[src/core/adr_pkg.sv]
/*
 * Constants shared by the acceleration readout register block: register
 * indices, field positions, reset values and bus widths.
 * Assumes a byte-addressed APB bus; byte address is four times the index.
 */
package adr_pkg;
	// Register indices; byte address = index * 4
	localparam logic [5:0] ADR_IDX_ID     = 6'h00;
	localparam logic [5:0] ADR_IDX_X_LOW  = 6'h02;
	localparam logic [5:0] ADR_IDX_X_HIGH = 6'h03;
	localparam logic [5:0] ADR_IDX_Y_LOW  = 6'h04;
	localparam logic [5:0] ADR_IDX_Y_HIGH = 6'h05;
	localparam logic [5:0] ADR_IDX_Z_LOW  = 6'h06;
	localparam logic [5:0] ADR_IDX_Z_HIGH = 6'h07;
	localparam logic [5:0] ADR_IDX_CTRL   = 6'h10;
	localparam logic [5:0] ADR_IDX_STS    = 6'h11;
	localparam logic [5:0] ADR_IDX_MASK   = 6'h12;

	// Low data register fields
	localparam int ADR_LOW_FRESH_BIT = 0;
	localparam int ADR_LOW_SMP_LSB   = 4;

	// Control register fields
	localparam int ADR_CTRL_LOCK_DIS_BIT = 0;
	localparam int ADR_CTRL_SLEEP_BIT    = 1;

	// Interrupt status and mask fields
	localparam int ADR_INT_NEW_BIT = 0;
	localparam int ADR_INT_OVR_BIT = 1;

	// Reset values
	localparam logic [1:0] ADR_CTRL_RST = 2'h0;
	localparam logic [1:0] ADR_INT_RST  = 2'h0;

	// Widths
	localparam int ADR_SMP_W   = 12;
	localparam int ADR_AXES    = 3;
	localparam int ADR_DATA_W  = 32;
	localparam int ADR_ADDR_W  = 8;
endpackage : adr_pkg

[src/core/adr_axis.sv]
/*
 * One acceleration axis: sample store, upper-byte lock and fresh flag.
 * Assumes read strobes are one-cycle pulses from the bus slave and that
 * a low read and a high read never arrive in the same cycle.
 */
`timescale 1ns/100ps

module adr_axis
	import adr_pkg::*;
(
	// Clock and reset
	input  wire logic                 i_clk,
	input  wire logic                 i_rst_n,
	// Conversion side
	input  wire logic                 i_load,
	input  wire logic [ADR_SMP_W-1:0] i_sample,
	// Register side
	input  wire logic                 i_rd_low,
	input  wire logic                 i_rd_high,
	input  wire logic                 i_lock_dis,
	output logic      [7:0]           o_low,
	output logic      [7:0]           o_high,
	output logic                      o_frozen
);

	typedef struct packed {
		logic [ADR_SMP_W-1:0] smp;
		logic [7:0]           hi;
		logic                 frz;
		logic                 fresh;
	} adr_axis_s;

	adr_axis_s q;
	adr_axis_s d;

	////////////////////////////////////////////////////////////////////////
	always_comb begin
		d = q;
		if (i_load) begin
			d.smp = i_sample;
		end
		// [RL6] lock on low read
		if (i_rd_low && !i_lock_dis) begin
			d.frz = 1'b1;
		end
		if (i_rd_high || i_lock_dis) begin
			d.frz = 1'b0;
		end
		// Upper byte tracks the store only while unlocked
		if (!d.frz) begin
			d.hi = d.smp[ADR_SMP_W-1:4];
		end
		// [RL12] clear once the high byte is read
		if (i_rd_high) begin
			d.fresh = 1'b0;
		end
		// [RL5] new sample wins
		if (i_load) begin
			d.fresh = 1'b1;
		end
	end

	always_ff @(posedge i_clk) begin
		if (!i_rst_n) begin
			q <= '0;
		end else begin
			q <= d;
		end
	end

	// [RL2] [RL4] low nibble, zero pad, fresh bit
	assign o_low    = {q.smp[3:0], 3'h0, q.fresh};
	// [RL3] sign in bit 7
	assign o_high   = q.hi;
	assign o_frozen = q.frz;
endmodule // adr_axis

[src/core/adr_regs.sv]
/*
 * APB slave holding the identity register and the three axis sample pairs,
 * with control, interrupt status and mask registers.
 * Assumes samples arrive on the same clock as a one-cycle valid pulse and
 * the APB master holds each request until pready.
 */
// Chosen here: the APB register port.
// Function
// [RL1] Offset 0x00 reads a fixed identity byte and ignores writes.
// [RL2] Low register bits 7..4 hold sample bits 3..0.
// [RL3] High register holds sample bits 11..4, sign in bit 7.
// [RL4] Low register bits 3..1 are undefined; host masks them.
// [RL5] Low register bit 0 is set when the axis has a new value.
// [RL6] Low read locks the high register until high is read.
// [RL7] Host reads low before high for a consistent sample.
// [RL8] No data reads during power-up or deepest sleep.
// [RL9] X pair sits at offsets 0x02 and 0x03.
// [RL10] Y pair sits at offsets 0x04 and 0x05.
// [RL11] Z pair sits at offsets 0x06 and 0x07.
// [RL12] Fresh flag clears on read, sets again on new sample.
`timescale 1ns/100ps

module adr_regs
	import adr_pkg::*;
#(
	// Arbitrary identity value
	parameter logic [7:0] PART_ID = 8'h5C
) (
	// Clock and reset
	input  wire logic                  I_SYS_CLK,
	input  wire logic                  I_RESET_N,
	// APB slave
	input  wire logic                  I_PSEL,
	input  wire logic                  I_PENABLE,
	input  wire logic                  I_PWRITE,
	input  wire logic [ADR_ADDR_W-1:0] I_PADDR,
	input  wire logic [ADR_DATA_W-1:0] I_PWDATA,
	output logic      [ADR_DATA_W-1:0] O_PRDATA,
	output logic                       O_PREADY,
	output logic                       O_PSLVERR,
	// Conversion results
	input  wire logic                  I_SAMPLE_VALID,
	input  wire logic [ADR_SMP_W-1:0]  I_SAMPLE_X,
	input  wire logic [ADR_SMP_W-1:0]  I_SAMPLE_Y,
	input  wire logic [ADR_SMP_W-1:0]  I_SAMPLE_Z,
	// Interrupt
	output logic                       O_IRQ
);

	typedef struct packed {
		logic       ack;
		logic [7:0] rdata;
		logic       err;
		logic [1:0] ctrl;
		logic [1:0] sts;
		logic [1:0] mask;
	} adr_regs_s;

	adr_regs_s q;
	adr_regs_s d;

	logic [5:0]           idx;
	logic                 aligned;
	logic                 cap;
	logic                 done;
	logic                 rd_cap;
	logic                 data_idx;
	logic                 sleeping;
	logic                 lock_dis;
	logic [ADR_AXES-1:0]  rd_low;
	logic [ADR_AXES-1:0]  rd_high;
	logic [ADR_AXES-1:0]  frozen;
	logic [7:0]           ax_low  [ADR_AXES];
	logic [7:0]           ax_high [ADR_AXES];
	logic [ADR_SMP_W-1:0] ax_smp  [ADR_AXES];
	logic [1:0]           events;

	////////////////////////////////////////////////////////////////////////
	// Bus decode
	assign idx      = I_PADDR[7:2];
	assign aligned  = (I_PADDR[1:0] == 2'h0);
	// First access cycle captures; second completes with pready
	assign cap      = I_PSEL && I_PENABLE && !q.ack;
	assign done     = I_PSEL && I_PENABLE && q.ack;
	assign rd_cap   = cap && !I_PWRITE;
	assign sleeping = q.ctrl[ADR_CTRL_SLEEP_BIT];
	assign lock_dis = q.ctrl[ADR_CTRL_LOCK_DIS_BIT];
	assign data_idx = aligned && (idx >= ADR_IDX_X_LOW)
		&& (idx <= ADR_IDX_Z_HIGH);

	assign ax_smp[0] = I_SAMPLE_X;
	assign ax_smp[1] = I_SAMPLE_Y;
	assign ax_smp[2] = I_SAMPLE_Z;

	////////////////////////////////////////////////////////////////////////
	// Axis stores
	genvar g;
	generate
		for (g = 0; g < ADR_AXES; g++) begin : g_axis
			// [RL9] pair at 2 + 2*axis
			localparam logic [5:0] LO =
				ADR_IDX_X_LOW + 6'(2 * g);
			// [RL8] refused reads leave no trace
			assign rd_low[g]  = rd_cap && aligned && !sleeping
				&& (idx == LO);
			assign rd_high[g] = rd_cap && aligned && !sleeping
				&& (idx == LO + 6'h01);

			adr_axis u_axis (
				.i_clk      (I_SYS_CLK),
				.i_rst_n    (I_RESET_N),
				.i_load     (I_SAMPLE_VALID),
				.i_sample   (ax_smp[g]),
				.i_rd_low   (rd_low[g]),
				.i_rd_high  (rd_high[g]),
				.i_lock_dis (lock_dis),
				.o_low      (ax_low[g]),
				.o_high     (ax_high[g]),
				.o_frozen   (frozen[g])
			);
		end
	endgenerate

	// Samples that arrive while an upper byte is held are flagged
	assign events[ADR_INT_NEW_BIT] = I_SAMPLE_VALID;
	assign events[ADR_INT_OVR_BIT] = I_SAMPLE_VALID && (|frozen);

	////////////////////////////////////////////////////////////////////////
	// Next state
	always_comb begin
		d     = q;
		d.ack = cap;
		if (cap) begin
			d.rdata = 8'h00;
			d.err   = 1'b0;
			if (!aligned) begin
				d.err = 1'b1;
			end else if (data_idx && sleeping) begin
				// [RL8] refuse sample reads
				d.err = 1'b1;
			end else begin
				unique case (idx)
					// [RL1] fixed identity
					ADR_IDX_ID:     d.rdata = PART_ID;
					// [RL9] X pair
					ADR_IDX_X_LOW:  d.rdata = ax_low[0];
					ADR_IDX_X_HIGH: d.rdata = ax_high[0];
					// [RL10] Y pair
					ADR_IDX_Y_LOW:  d.rdata = ax_low[1];
					ADR_IDX_Y_HIGH: d.rdata = ax_high[1];
					// [RL11] Z pair
					ADR_IDX_Z_LOW:  d.rdata = ax_low[2];
					ADR_IDX_Z_HIGH: d.rdata = ax_high[2];
					ADR_IDX_CTRL:   d.rdata = {6'h00, q.ctrl};
					ADR_IDX_STS:    d.rdata = {6'h00, q.sts};
					ADR_IDX_MASK:   d.rdata = {6'h00, q.mask};
					default:        d.err   = 1'b1;
				endcase
			end
		end
		// Writes take effect only at the completing edge
		if (done && I_PWRITE && aligned) begin
			unique case (idx)
				ADR_IDX_CTRL: d.ctrl = I_PWDATA[1:0];
				ADR_IDX_MASK: d.mask = I_PWDATA[1:0];
				ADR_IDX_STS:  d.sts  = q.sts & ~I_PWDATA[1:0];
				default:      d.ctrl = q.ctrl;
			endcase
		end
		// Events set after the clear so a set in the same cycle wins
		d.sts = d.sts | events;
	end

	always_ff @(posedge I_SYS_CLK) begin
		if (!I_RESET_N) begin
			q      <= '0;
			q.ctrl <= ADR_CTRL_RST;
			q.sts  <= ADR_INT_RST;
			q.mask <= ADR_INT_RST;
		end else begin
			q <= d;
		end
	end

	////////////////////////////////////////////////////////////////////////
	// Outputs
	assign O_PREADY  = done;
	// Identity and data are read-only: writes there answer with error
	assign O_PSLVERR = done && (I_PWRITE
		? !(aligned && (idx == ADR_IDX_CTRL || idx == ADR_IDX_STS
			|| idx == ADR_IDX_MASK))
		: q.err);
	assign O_PRDATA  = {24'h000000, q.rdata};
	assign O_IRQ     = |(q.sts & q.mask);
endmodule // adr_regs

[config.mk]
export PLATFORM = sky130hd
export DESIGN_NAME = adr_regs
export DESIGN_NICKNAME = d
export VERILOG_FILES = /design/src/core/adr_pkg.sv /design/src/core/adr_axis.sv /design/src/core/adr_regs.sv
export SDC_FILE = /design/constraint.sdc
export NUM_CORES = 1
export LEC_CHECK = 0
export ABC_CLOCK_PERIOD_IN_PS = 2400
export BUFFER_PORTS_ARGS = -buffer_cell sky130_fd_sc_hd__buf_2
export CORE_MARGIN = 5
export CORE_UTILIZATION = 35
export DETAILED_ROUTE_END_ITERATION = 8
export GPL_ROUTABILITY_DRIVEN = 0
export PLACE_DENSITY = 0.58
export SLEW_MARGIN = 40
export SYNTH_ARGS = -nofsm -noshare
export SYNTH_HDL_FRONTEND = slang
export SYNTH_SLANG_ARGS = --single-unit
[constraint.sdc]
create_clock -name I_SYS_CLK -period 2.4 [get_ports I_SYS_CLK]
set_input_delay 0.48 -clock I_SYS_CLK [delete_from_list [all_inputs] [get_ports I_SYS_CLK]]
set_output_delay 0.48 -clock I_SYS_CLK [all_outputs]
set_load 0.05 [all_outputs]
==> results.md, run 1 <==
* CTS HTree Levels at 3
* Yosys cell types at 53
* Max_cap viols at 0
* N_diodes at 0
* Avg Inst Size Synth at 10.1 um2
* GR Overflow Total at 0
* Period utilization at 82.2%
* Pin count of the biggest net entering global routing at 40
* Leakage at 0.00200 uW
* Critical-path top delay cell: buf_2
* IO Pins at 117
* Row cnt at 38
* Final Non-Filler Cells at 577
* Cell with the most instances after synthesis: dfxtp_1
* Routed length per instance at 14.8 um
* CTS clock-pin slew for the worst setup and hold paths at 0.08 ns
* Drt first-iter violations at 93
* CTS tree: built
* Cell Area, Placed at 4140 um2
* Post-route ant nets at 0
* Main flop type after synthesis: dfxtp_1
* Status: completed
* GR Util All Layers at 13.5%
* Detailed Routing Iterations Pass 1 at 4
* Cell Area, Synth at 3790 um2
* Area leader, netlist: dfxtp_1
* Setup_tns at 0 ns
* Vias in the first global route at 2789
* Ys async rst share at 0%
* Final core utilization at 40.6%
* # fillers at 1111
* Synth Instances at 376
* Initial antenna violation count at 0
* Most used cell along the critical path: buf_2
* CTS Hold Buffers Added at 0
* Overall power at 2800 uW
* Pwr dens at 645 nW/um2
* Most instantiated cells after synthesis: dfxtp_1, mux2i_1, nor2_1
* Clock latency on the worst-skew pair at 0.35 ns
* CP Cell Sequence: buf_2 > nand2_1 > a41oi_2 > buf_2
* Area growth, synth to finish at 14.7%
* Post-route DRC at 0
* Sequential area share after synthesis at 43.4%
* Die Ht at 114 um
* CTS max path bufs at 2
* Detail-routed via count per cell at 4.88
* Crit path max fanout at 20
* RSZ-0062 raised after global routing: false
* Full die area at 13000 um2
* Clock buffer count from CTS at 9
* Share of the synthesized area in the top cell type at 43.4%
* Initial core utilization at 35.4%
* Post-route cell area at 4340 um2
* Worst setup EP type: primary output
* Worst-margin pin slew at 0.553 ns
* Die width at 114 um
* Slew Viols, Final at 0
* Clock skew at 0.00928 ns
* Clock sink count at 82
* Fin. Hold Viols at 0
* Final net count at 514
* Vias at 2816
* Fin crit period at 1.97 ns
* Worst setup path category: in2out
* Core area at 10700 um2
* R2R Path Start: q[5]
* Critical Path Source: I_PADDR[3]
* Post-CTS sizing at 0
* Max-slew headroom at the worst pin at 62.9%
* Worst path arrival time at 1.49 ns
* Total Wirelength at 8.55 mm
* Layout cell share with drive strength beyond 1 at 29.3%
* Data required time of the critical path at 1.92 ns
* Worst setup SP type: input port
* Clock root cell: clkbuf_8
* Ys Warns at 0
* Final setup fails at 0
* DP Cell Count at 561
* Post-synthesis register bit count at 82
* Worst path max stage delay at 0.35 ns
* First-pass GRT wire length at 14.0 mm
* Port Buffers at 62
* Post-CTS setup buffer count at 0
* Post-synth EDFFs at 0
* Post-DP HPWL at 6.50 mm
* Hold Crit Class: in2reg
* Hold_sp: I_PWDATA[0]
* Maximum clock rate at 507 MHz
* Synth area leaders: dfxtp_1, mux2i_1, buf_4
* Peak supply drop at 0.000319 V
state kept, by name (all words and copies together) (netlist names):
| name | flops |
|---|---|
| g_axis.u_axis.o_low | 15 |
| g_axis.u_axis.o_frozen | 3 |
| g_axis.u_axis.q | 24 |
| q | 7 |
| g_axis.u_axis.o_high | 24 |
| O_PRDATA | 8 |
| lock_dis | 1 |
report_power, final:
| group | internal, uW | switching, uW | leakage [uW] |
|---|---|---|---|
| Sequential | 1430 | 30.0 | 0.000674 |
| Clock | 468 | 504 | 0.0000992 |
| Combinational | 143 | 230 | 0.00123 |
| Total | 2040 | 764 | 0.00200 |
per-layer routing:
metal	track usage [%]	wire length (um)
met5	0	0
met1	17.5	3850
met2	22.2	4000
met4	3.56	103
met3	3.87	594
critical path, delay by kind of cell:
kind / cells / cell delay [ns]
and+or+nand+nor: 1 / 0.18
buffers and inverters: 2 / 0.64
AOI/OAI and AO/OA: 1 / 0.19
cell type report:
type,instances,area (um2),area share [%]
clock buffers,12,165,3.80
repair buffers,74,413,9.51
multi-input cells,252,1870,43.0
well taps,140,175,4.03
clock inverters,4,33.8,0.778
flip-flops and latches,82,1640,37.8
inverters,13,48.8,1.12
logic make-up after synthesis:
family	share of synthesized area (%)
other cells	0.0990
mux	17.9
buf+inv	9.85
flops	43.4
compound gates	14.3
simple gates	14.4
worst paths after layout:
check	slack, ns	to	depth (start not counted)
worst max-delay path	0.43	O_PSLVERR	4
worst min register to register	0.45	O_PRDATA[1]	2
worst max register to register	0.62	g_axis[2].u_axis.o_high[0]	4
worst min-delay path	0.33	q[2]	2
metrics by stage:
stage | setup slack (ns) | hold slack, ns
after detailed placement | 0.335 | 0.438
after floorplan | 0.0666 | 0.426
after global routing | 0.328 | 0.321
after CTS | 0.417 | 0.315
final | 0.428 | 0.328
after global placement | 0.332 | 0.438
placed cells by master (no fill, tap or decap), types with 3 or more instances in the layout:
cell        n
dfxtp_1    82
buf_2      62
mux2i_1    36
nor2_1     34
nand2_1    33
conb_1     24
clkbuf_8   12
inv_1      11
mux2_2     11
buf_4      11
o22a_1      8
a31o_2      8
o21a_1      8
a2bb2oi_1   8
nor2b_1     7
o21ai_1     7
o21ai_0     5
a21oi_1     5
mux4_2      5
and2_1      4
a22o_1      3
mux2i_4     3
a32oi_1     3
a31oi_1     3
nand2b_1    3
No activity file was read; power rests on OpenSTA's default activity.
==> inputs of run 2 (changes only) <==
Settings changed: ABC_CLOCK_PERIOD_IN_PS 2400 to 1800, PLACE_DENSITY 0.58 to 0.6.
Clock period 2.4 ns to 1.8 ns, I/O delays scaled along.
==> run 2 against run 1 <==
  * Worst setup slack worse by 0.33 ns
  * Largest cell class unchanged
  * Total power is 36% higher
  * Clock-buffer cell count is 3 lower
  * Critical path type is now reg2out
  * Global-route usage is 0.71 points higher
  * Hold slack worse by 0.11 ns
  * Final cell count is 1.9% higher
  * Critical path depth stayed put
  * Combinational power is 40% higher
  * Register-to-register slack worse by 0.45 ns
  * Sequential power is 33% higher
==> results.md, run 2 (synthesized netlist as in run 1, its figures left out) <==
* Status: completed
* Final setup fails at 0 (unchanged)
* Detail-routed via count per cell at 4.78 (-2.0%)
* Initial antenna violation count at 0 (unchanged)
* Initial core utilization at 35.4% (unchanged)
* Detailed Routing Iterations Pass 1 at 4 (unchanged)
* Vias at 2813 (-0.11%)
* RSZ-0062 raised after global routing: false
* Fin. Hold Viols at 0 (unchanged)
* GR Util All Layers at 14.3% (+0.71 points)
* Top delay family on crit path: flip-flops
* Worst path max stage delay at 0.34 ns (about the same)
* DP Cell Count at 572 (+2.0%)
* Final Non-Filler Cells at 588 (+1.9%)
* Fin crit period at 1.70 ns
* CP Depth at 4 (unchanged)
* Die width at 114 um (unchanged)
* Buf/Inv on CP at 1 (-1)
* Clock buffer count from CTS at 9 (unchanged)
* Worst setup path category: reg2out
* # fillers at 1064 (-4.2%)
* Setup_tns at 0 ns (unchanged)
* N_diodes at 0 (unchanged)
* Row cnt at 38 (unchanged)
* CTS clock-pin slew for the worst setup and hold paths at 0.09 ns (about the same)
* CP Cell Sequence: and3_4 > o21ai_1 > a41oi_4 > buf_6
* Post-DP HPWL at 6.87 mm (+5.6%)
* Max_cap viols at 0 (unchanged)
* Hold Path Stages at 2 (unchanged)
* Pwr dens at 855 nW/um2 (+32%)
* Worst path arrival time at 1.34 ns (-0.15 ns)
* Layout cell share with drive strength beyond 1 at 31.5% (+2.2 points)
* CTS tree: built
* CTS max path bufs at 2 (unchanged)
* IO Pins at 117 (unchanged)
* Port Buffers at 62 (unchanged)
* Routed length per instance at 15.0 um (+1.4%)
* Commonest non-fill, non-tap cell in the layout: dfxtp_1
* Post-route DRC at 0 (unchanged)
* Die Ht at 114 um (unchanged)
* Clock latency on the worst-skew pair at 0.35 ns (about the same)
* Pin count of the biggest net entering global routing at 40 (unchanged)
* R2R depth at 4 (unchanged)
* Slew Viols, Final at 0 (unchanged)
* Area growth, synth to finish at 17.7%
* Worst setup SP type: flop
* Hold Crit Class: in2reg
* Clock root cell: clkbuf_8
* Critical-path top delay cell: dfxtp_1
* Final net count at 525 (+2.1%)
* Post-route ant nets at 0 (unchanged)
* Full die area at 13000 um2 (unchanged)
* Leading cell types in the layout, fill and taps excluded: dfxtp_1, buf_2, mux2i_1
* Period utilization at 94.4%
* Leakage at 0.00205 uW (+2.6%)
* Core area at 10700 um2 (unchanged)
* Worst setup EP type: primary output
* Data required time of the critical path at 1.44 ns (-0.48 ns)
* Total Wirelength at 8.84 mm (+3.4%)
* Post-CTS setup buffer count at 0 (unchanged)
* GR Overflow Total at 0 (unchanged)
* Crit path max fanout at 3 (-85%)
* Peak supply drop at 0.000372 V (+17%)
* Overall power at 3810 uW (+36%)
* First-pass GRT wire length at 14.6 mm (+4.6%)
* Maximum clock rate at 588 MHz
* Vias in the first global route at 2925 (+4.9%)
* CTS HTree Levels at 3 (unchanged)
* Clock sink count at 82 (unchanged)
* Clock skew at 0.00990 ns (+0.000626 ns)
* Drt first-iter violations at 100 (+7.5%)
==> run 2: report_power, final <==
part,switching [uW],leakage (uW),internal (uW)
Clock,693,0.0000962,650
Sequential,41.0,0.000674,1900
Combinational,316,0.00128,206
==> run 2: layout make-up <==
cell class / instances / area, um2 / area share [%]
Clock buffer: 9 / 124 / 2.78
Clock inverter: 7 / 76.3 / 1.71
Inverter: 13 / 48.8 / 1.10
Multi-Input combinational cell: 252 / 1890 / 42.4
Sequential cell: 82 / 1640 / 36.8
Tap cell: 140 / 175 / 3.93
Timing Repair Buffer: 85 / 502 / 11.3
==> run 2: final timing paths <==
path / start / end / slack [ns]
setup reg to reg: q[15] / g_axis[2].u_axis.o_high[7] / 0.17
setup / recovery: q[15] / O_PSLVERR / 0.10
hold reg to reg: O_PRDATA[2] / O_PRDATA[2] / 0.45
hold / removal: I_PWDATA[0] / q[2] / 0.22
==> run 2: repair_timing <==
| item | in CTS | in global routing |
|---|---|---|
| pin swaps | 0 | 0 |
| setup endpoints to repair | 1 | 1 |
| hold buffers | 0 | 0 |
| resized for setup | 2 | 2 |
==> run 2: through the flow <==
stage               hold WS (ns)  worst slack [ns]  area, um2  util, %
global route               0.201            0.0141       4460     41.6
floorplan                  0.426           -0.0920       3900        -
global placement           0.436            0.0355       4240     39.7
CTS                        0.203            0.0134       4450     41.6
detailed placement         0.436           0.00868       4240     39.7
finish                     0.215             0.100       4460     41.6
==> run 2: worst register-to-register path, stage by stage, from the launching register on <==
cell     delay (ns)
dfxtp_1        0.32
and3b_1        0.49
nand4_4        0.21
mux2i_4        0.28
o22a_1         0.22
==> run 2: layer usage <==
metal  GRT usage (%)  vias to the layer above  wire, um
met5               0                        -         0
met4            3.64                        0       112
met3            4.62                       12       619
met2            23.1                       81      4180
met1            18.4                     1300      3930
li1                -                     1420         -
==> inputs of run 3 (changes only) <==
Settings changed: PLACE_DENSITY 0.6 to 0.59, SYNTH_HIERARCHICAL from default to 1.
==> run 3 against run 2 <==
  * The run now ends with setup timing left
  * Hold slack improved by 0.034 ns
  * Sequential share of layout area shrank 3.6 points
  * Clock skew shrank 0.0057 ns
  * Worst setup slack lost 0.22 ns
  * Critical path depth is 4 higher
  * Final cell count grew 7.8%
  * Combinational power is 10% higher
  * Non-clock buffer count increased by 13
  * Synthesized cell count rose by 17%
  * Area after synthesis is 14% higher
  * Clock-buffer cell count increased by 3
  * Critical endpoint is now g_axis[2].u_axis/o_high[2]
  * Largest cell class unchanged
  * Highest routed layer unchanged
==> results.md, run 3 <==
* Pwr dens at 916 nW/um2 (+7.2%)
* Register share of total power at 43.1% (-7.9 points)
* Cell Area, Synth at 4300 um2 (+14%)
* Clock root cell: clkbuf_16
* Clk pwr share at 44.2% (+8.9 points)
* Sw Share at 23.8% (-3.8 points)
* CTS max path bufs at 2 (unchanged)
* Fin. Hold Viols at 0 (unchanged)
* Vias in the first global route at 3016 (+3.1%)
* Crit path max fanout at 5 (+2)
* Row cnt at 40 (+5.3%)
* Maximum clock rate at 520 MHz (-12%)
* Layout cell share with drive strength beyond 1 at 39.2% (+7.7 points)
* RSZ-0062 raised after global routing: true
* Port Buffers at 62 (unchanged)
* CTS tree: built
* Ys async rst share at 0% (unchanged)
* Clock skew at 0.00419 ns (-0.00571 ns)
* Comb power frac at 12.7% (-1.0 points)
* First-pass GRT wire length at 15.0 mm (+2.6%)
* Worst setup path category: reg2reg
* Fin crit period at 1.92 ns (+0.224 ns)
* Cell with the most instances after synthesis: dfxtp_1
* Routed length per instance at 14.7 um (-2.0%)
* Critical-path top delay cell: or4b_4
* R2R setup slack at -0.12 ns (-0.29 ns)
* DP Cell Count at 614 (+7.3%)
* Status: finished, violations left
* Drt first-iter violations at 125 (+25%)
* CP Cell Sequence: nand3b_1 > or4b_4 > nand2b_4 > nor2_4 > nor2_2 > o211ai_1 > buf_4 > a2bb2oi_1
* Net Sw Power at 1080 uW (+2.4%)
* Total Wirelength at 9.34 mm (+5.6%)
* Slew Viols, Final at 0 (unchanged)
* Vias at 3020 (+7.4%)
* Core area at 12000 um2 (+12%)
* GR Overflow Total at 0 (unchanged)
* Worst setup EP type: flop
* # fillers at 1202 (+13%)
* Setup WS pre-CTS at -0.279 ns (-0.288 ns)
* Most instantiated cells after synthesis: dfxtp_1, buf_4, inv_1
* Final WS setup at -0.124 ns (-0.224 ns)
* Post-synthesis register bit count at 82 (unchanged)
* Initial core utilization at 35.8% (+0.41 points)
* Detailed Routing Iterations Pass 1 at 5 (+1)
* Worst path max stage delay at 0.52 ns (+0.18 ns)
* Avg Inst Size Synth at 9.80 um2 (-2.7%)
* N_diodes at 0 (unchanged)
* Setup_tns at -2.20 ns (-2.20 ns)
* Full die area at 14600 um2 (+12%)
* Max_cap viols at 0 (unchanged)
* Area growth, synth to finish at 14.8%
* CTS clock-pin slew for the worst setup and hold paths at 0.06 ns (-0.03 ns)
* Leading cell types in the layout, fill and taps excluded: dfxtp_1, buf_2, conb_1
* Post-route DRC at 0 (unchanged)
* CTS HTree Levels at 3 (unchanged)
* Worst setup SP type: flop
* Hold Crit Class: in2reg
* Ys Warns at 6 (+6)
* Failing checks: setup timing
* Post-route ant nets at 0 (unchanged)
* Leakage at 0.00235 uW (+15%)
* Worst path arrival time at 2.15 ns (+0.81 ns)
* Share of the synthesized area in the top cell type at 38.2% (-5.2 points)
* Clock buffer count from CTS at 9 (unchanged)
* Peak supply drop at 0.000666 V (+79%)
* Die Ht at 121 um (+6.0%)
* Int Power at 3450 uW (+25%)
* CTS Hold Buffers Added at 0 (unchanged)
* Detail-routed via count per cell at 4.76 (-0.43%)
* Die width at 121 um (+6.0%)
* Clock latency on the worst-skew pair at 0.33 ns (-0.02 ns)
* Commonest non-fill, non-tap cell in the layout: dfxtp_1
* Final net count at 564 (+7.4%)
* Final core utilization at 41.1% (-0.56 points)
* IO Pins at 117 (unchanged)
* Post-DP HPWL at 6.90 mm (+0.53%)
* Yosys cell types at 46 (-13%)
* Area leader, netlist: dfxtp_1
* Initial antenna violation count at 0 (unchanged)
* Period utilization at 107% (+12 points)
* Clock sink count at 82 (unchanged)
* Synth area leaders: dfxtp_1, buf_4, mux2_4
* Sequential area share after synthesis at 38.2% (-5.2 points)
* Data required time of the critical path at 2.02 ns (+0.58 ns)
* Final setup fails at 27 (+27)
* Final Non-Filler Cells at 634 (+7.8%)
* Synth Instances at 439 (+17%)
* Pin count of the biggest net entering global routing at 43 (+7.5%)
* Post-synth EDFFs at 0 (unchanged)
* GR Util All Layers at 13.0% (-1.3 points)
* Main flop type after synthesis: dfxtp_1
-- run 3: changes by cell type after synthesis, moves of 5 or more --
cell / delta
inv_1: +18
nand2_1: -5
nand2_2: +15
o22a_1: -8
a31o_2: -8
buf_4: +49
a21oi_1: +6
clkbuf_1: -10
nor2b_1: +11
o21a_1: -5
mux2i_1: -20
nor2_1: -16
a2bb2oi_1: +16
mux2_4: +14
-- run 3: metrics by stage --
| step | area, um2 | hold WS, ns | total power [uW] |
|---|---|---|---|
| finish | 4940 | 0.249 | 4520 |
| global route | 4940 | 0.261 | 4720 |
| CTS | 4820 | 0.246 | 4560 |
| detailed placement | 4480 | 0.441 | 2550 |
| global placement | 4480 | 0.434 | 2530 |
| floorplan | 4440 | 0.426 | 2500 |
-- run 3: power groups by stage --
| stage | Clock, uW | Sequential [uW] | Combinational [uW] |
|---|---|---|---|
| after global routing | 2140 | 1960 | 622 |
| final | 2000 | 1950 | 575 |
| after CTS | 2050 | 1950 | 566 |
| after detailed placement | 0 | 1980 | 562 |
| after floorplan | 0 | 1970 | 531 |
| after global placement | 0 | 1980 | 552 |
-- run 3: critical path: cells and delay by family, from the launching register on --
| kind | cells | cell delay (ns) |
|---|---|---|
| AOI/OAI and AO/OA | 2 | 0.20 |
| buffers and inverters | 1 | 0.22 |
| DFF | 1 | 0.31 |
| and+or+nand+nor | 5 | 1.08 |
-- run 3: final cells by class --
type                       instances  area (um2)  area share (%)
tap                              147         184            3.73
sequential                        82        1640            33.3
timing repair buffer              98         617            12.5
inverter                          29         109            2.21
clock inverter                     4        73.8            1.50
clock buffer                      12         256            5.20
multi-input combinational        262        2050            41.6
-- run 3: worst paths after layout --
kind | start | endpoint | depth (start not counted)
worst max-delay path | q[15] | g_axis[2].u_axis/o_high[2] | 8
worst min register to register | O_PRDATA[6] | O_PRDATA[6] | 2
worst max register to register | q[15] | g_axis[2].u_axis/o_high[2] | 8
worst min-delay path | I_PWDATA[0] | q[2] | 2
-- run 3: metal layers --
metal  wire [um]  up-vias  track usage [%]
met1        4240     1434             16.5
met4          90        0             3.61
li1            -     1487                -
met2        4400       90             21.3
met5           0        -                0
met3         601        9             3.93
-- run 3: logic make-up after synthesis --
group / synth area share, %
other: 0.349
DFF: 38.2
and+or+nand+nor: 14.3
muxes: 15.8
AOI/OAI and AO/OA: 12.2
buffers and inverters: 19.3
-- run 3: timing repair --
| item | in CTS | in global routing |
|---|---|---|
| setup buffers | 0 | 4 |
| gates resized for setup | 4 | 23 |
| endpoints found under the setup margin | 27 | 31 |
| pin swaps | 0 | 5 |
| gates cloned | 0 | 2 |
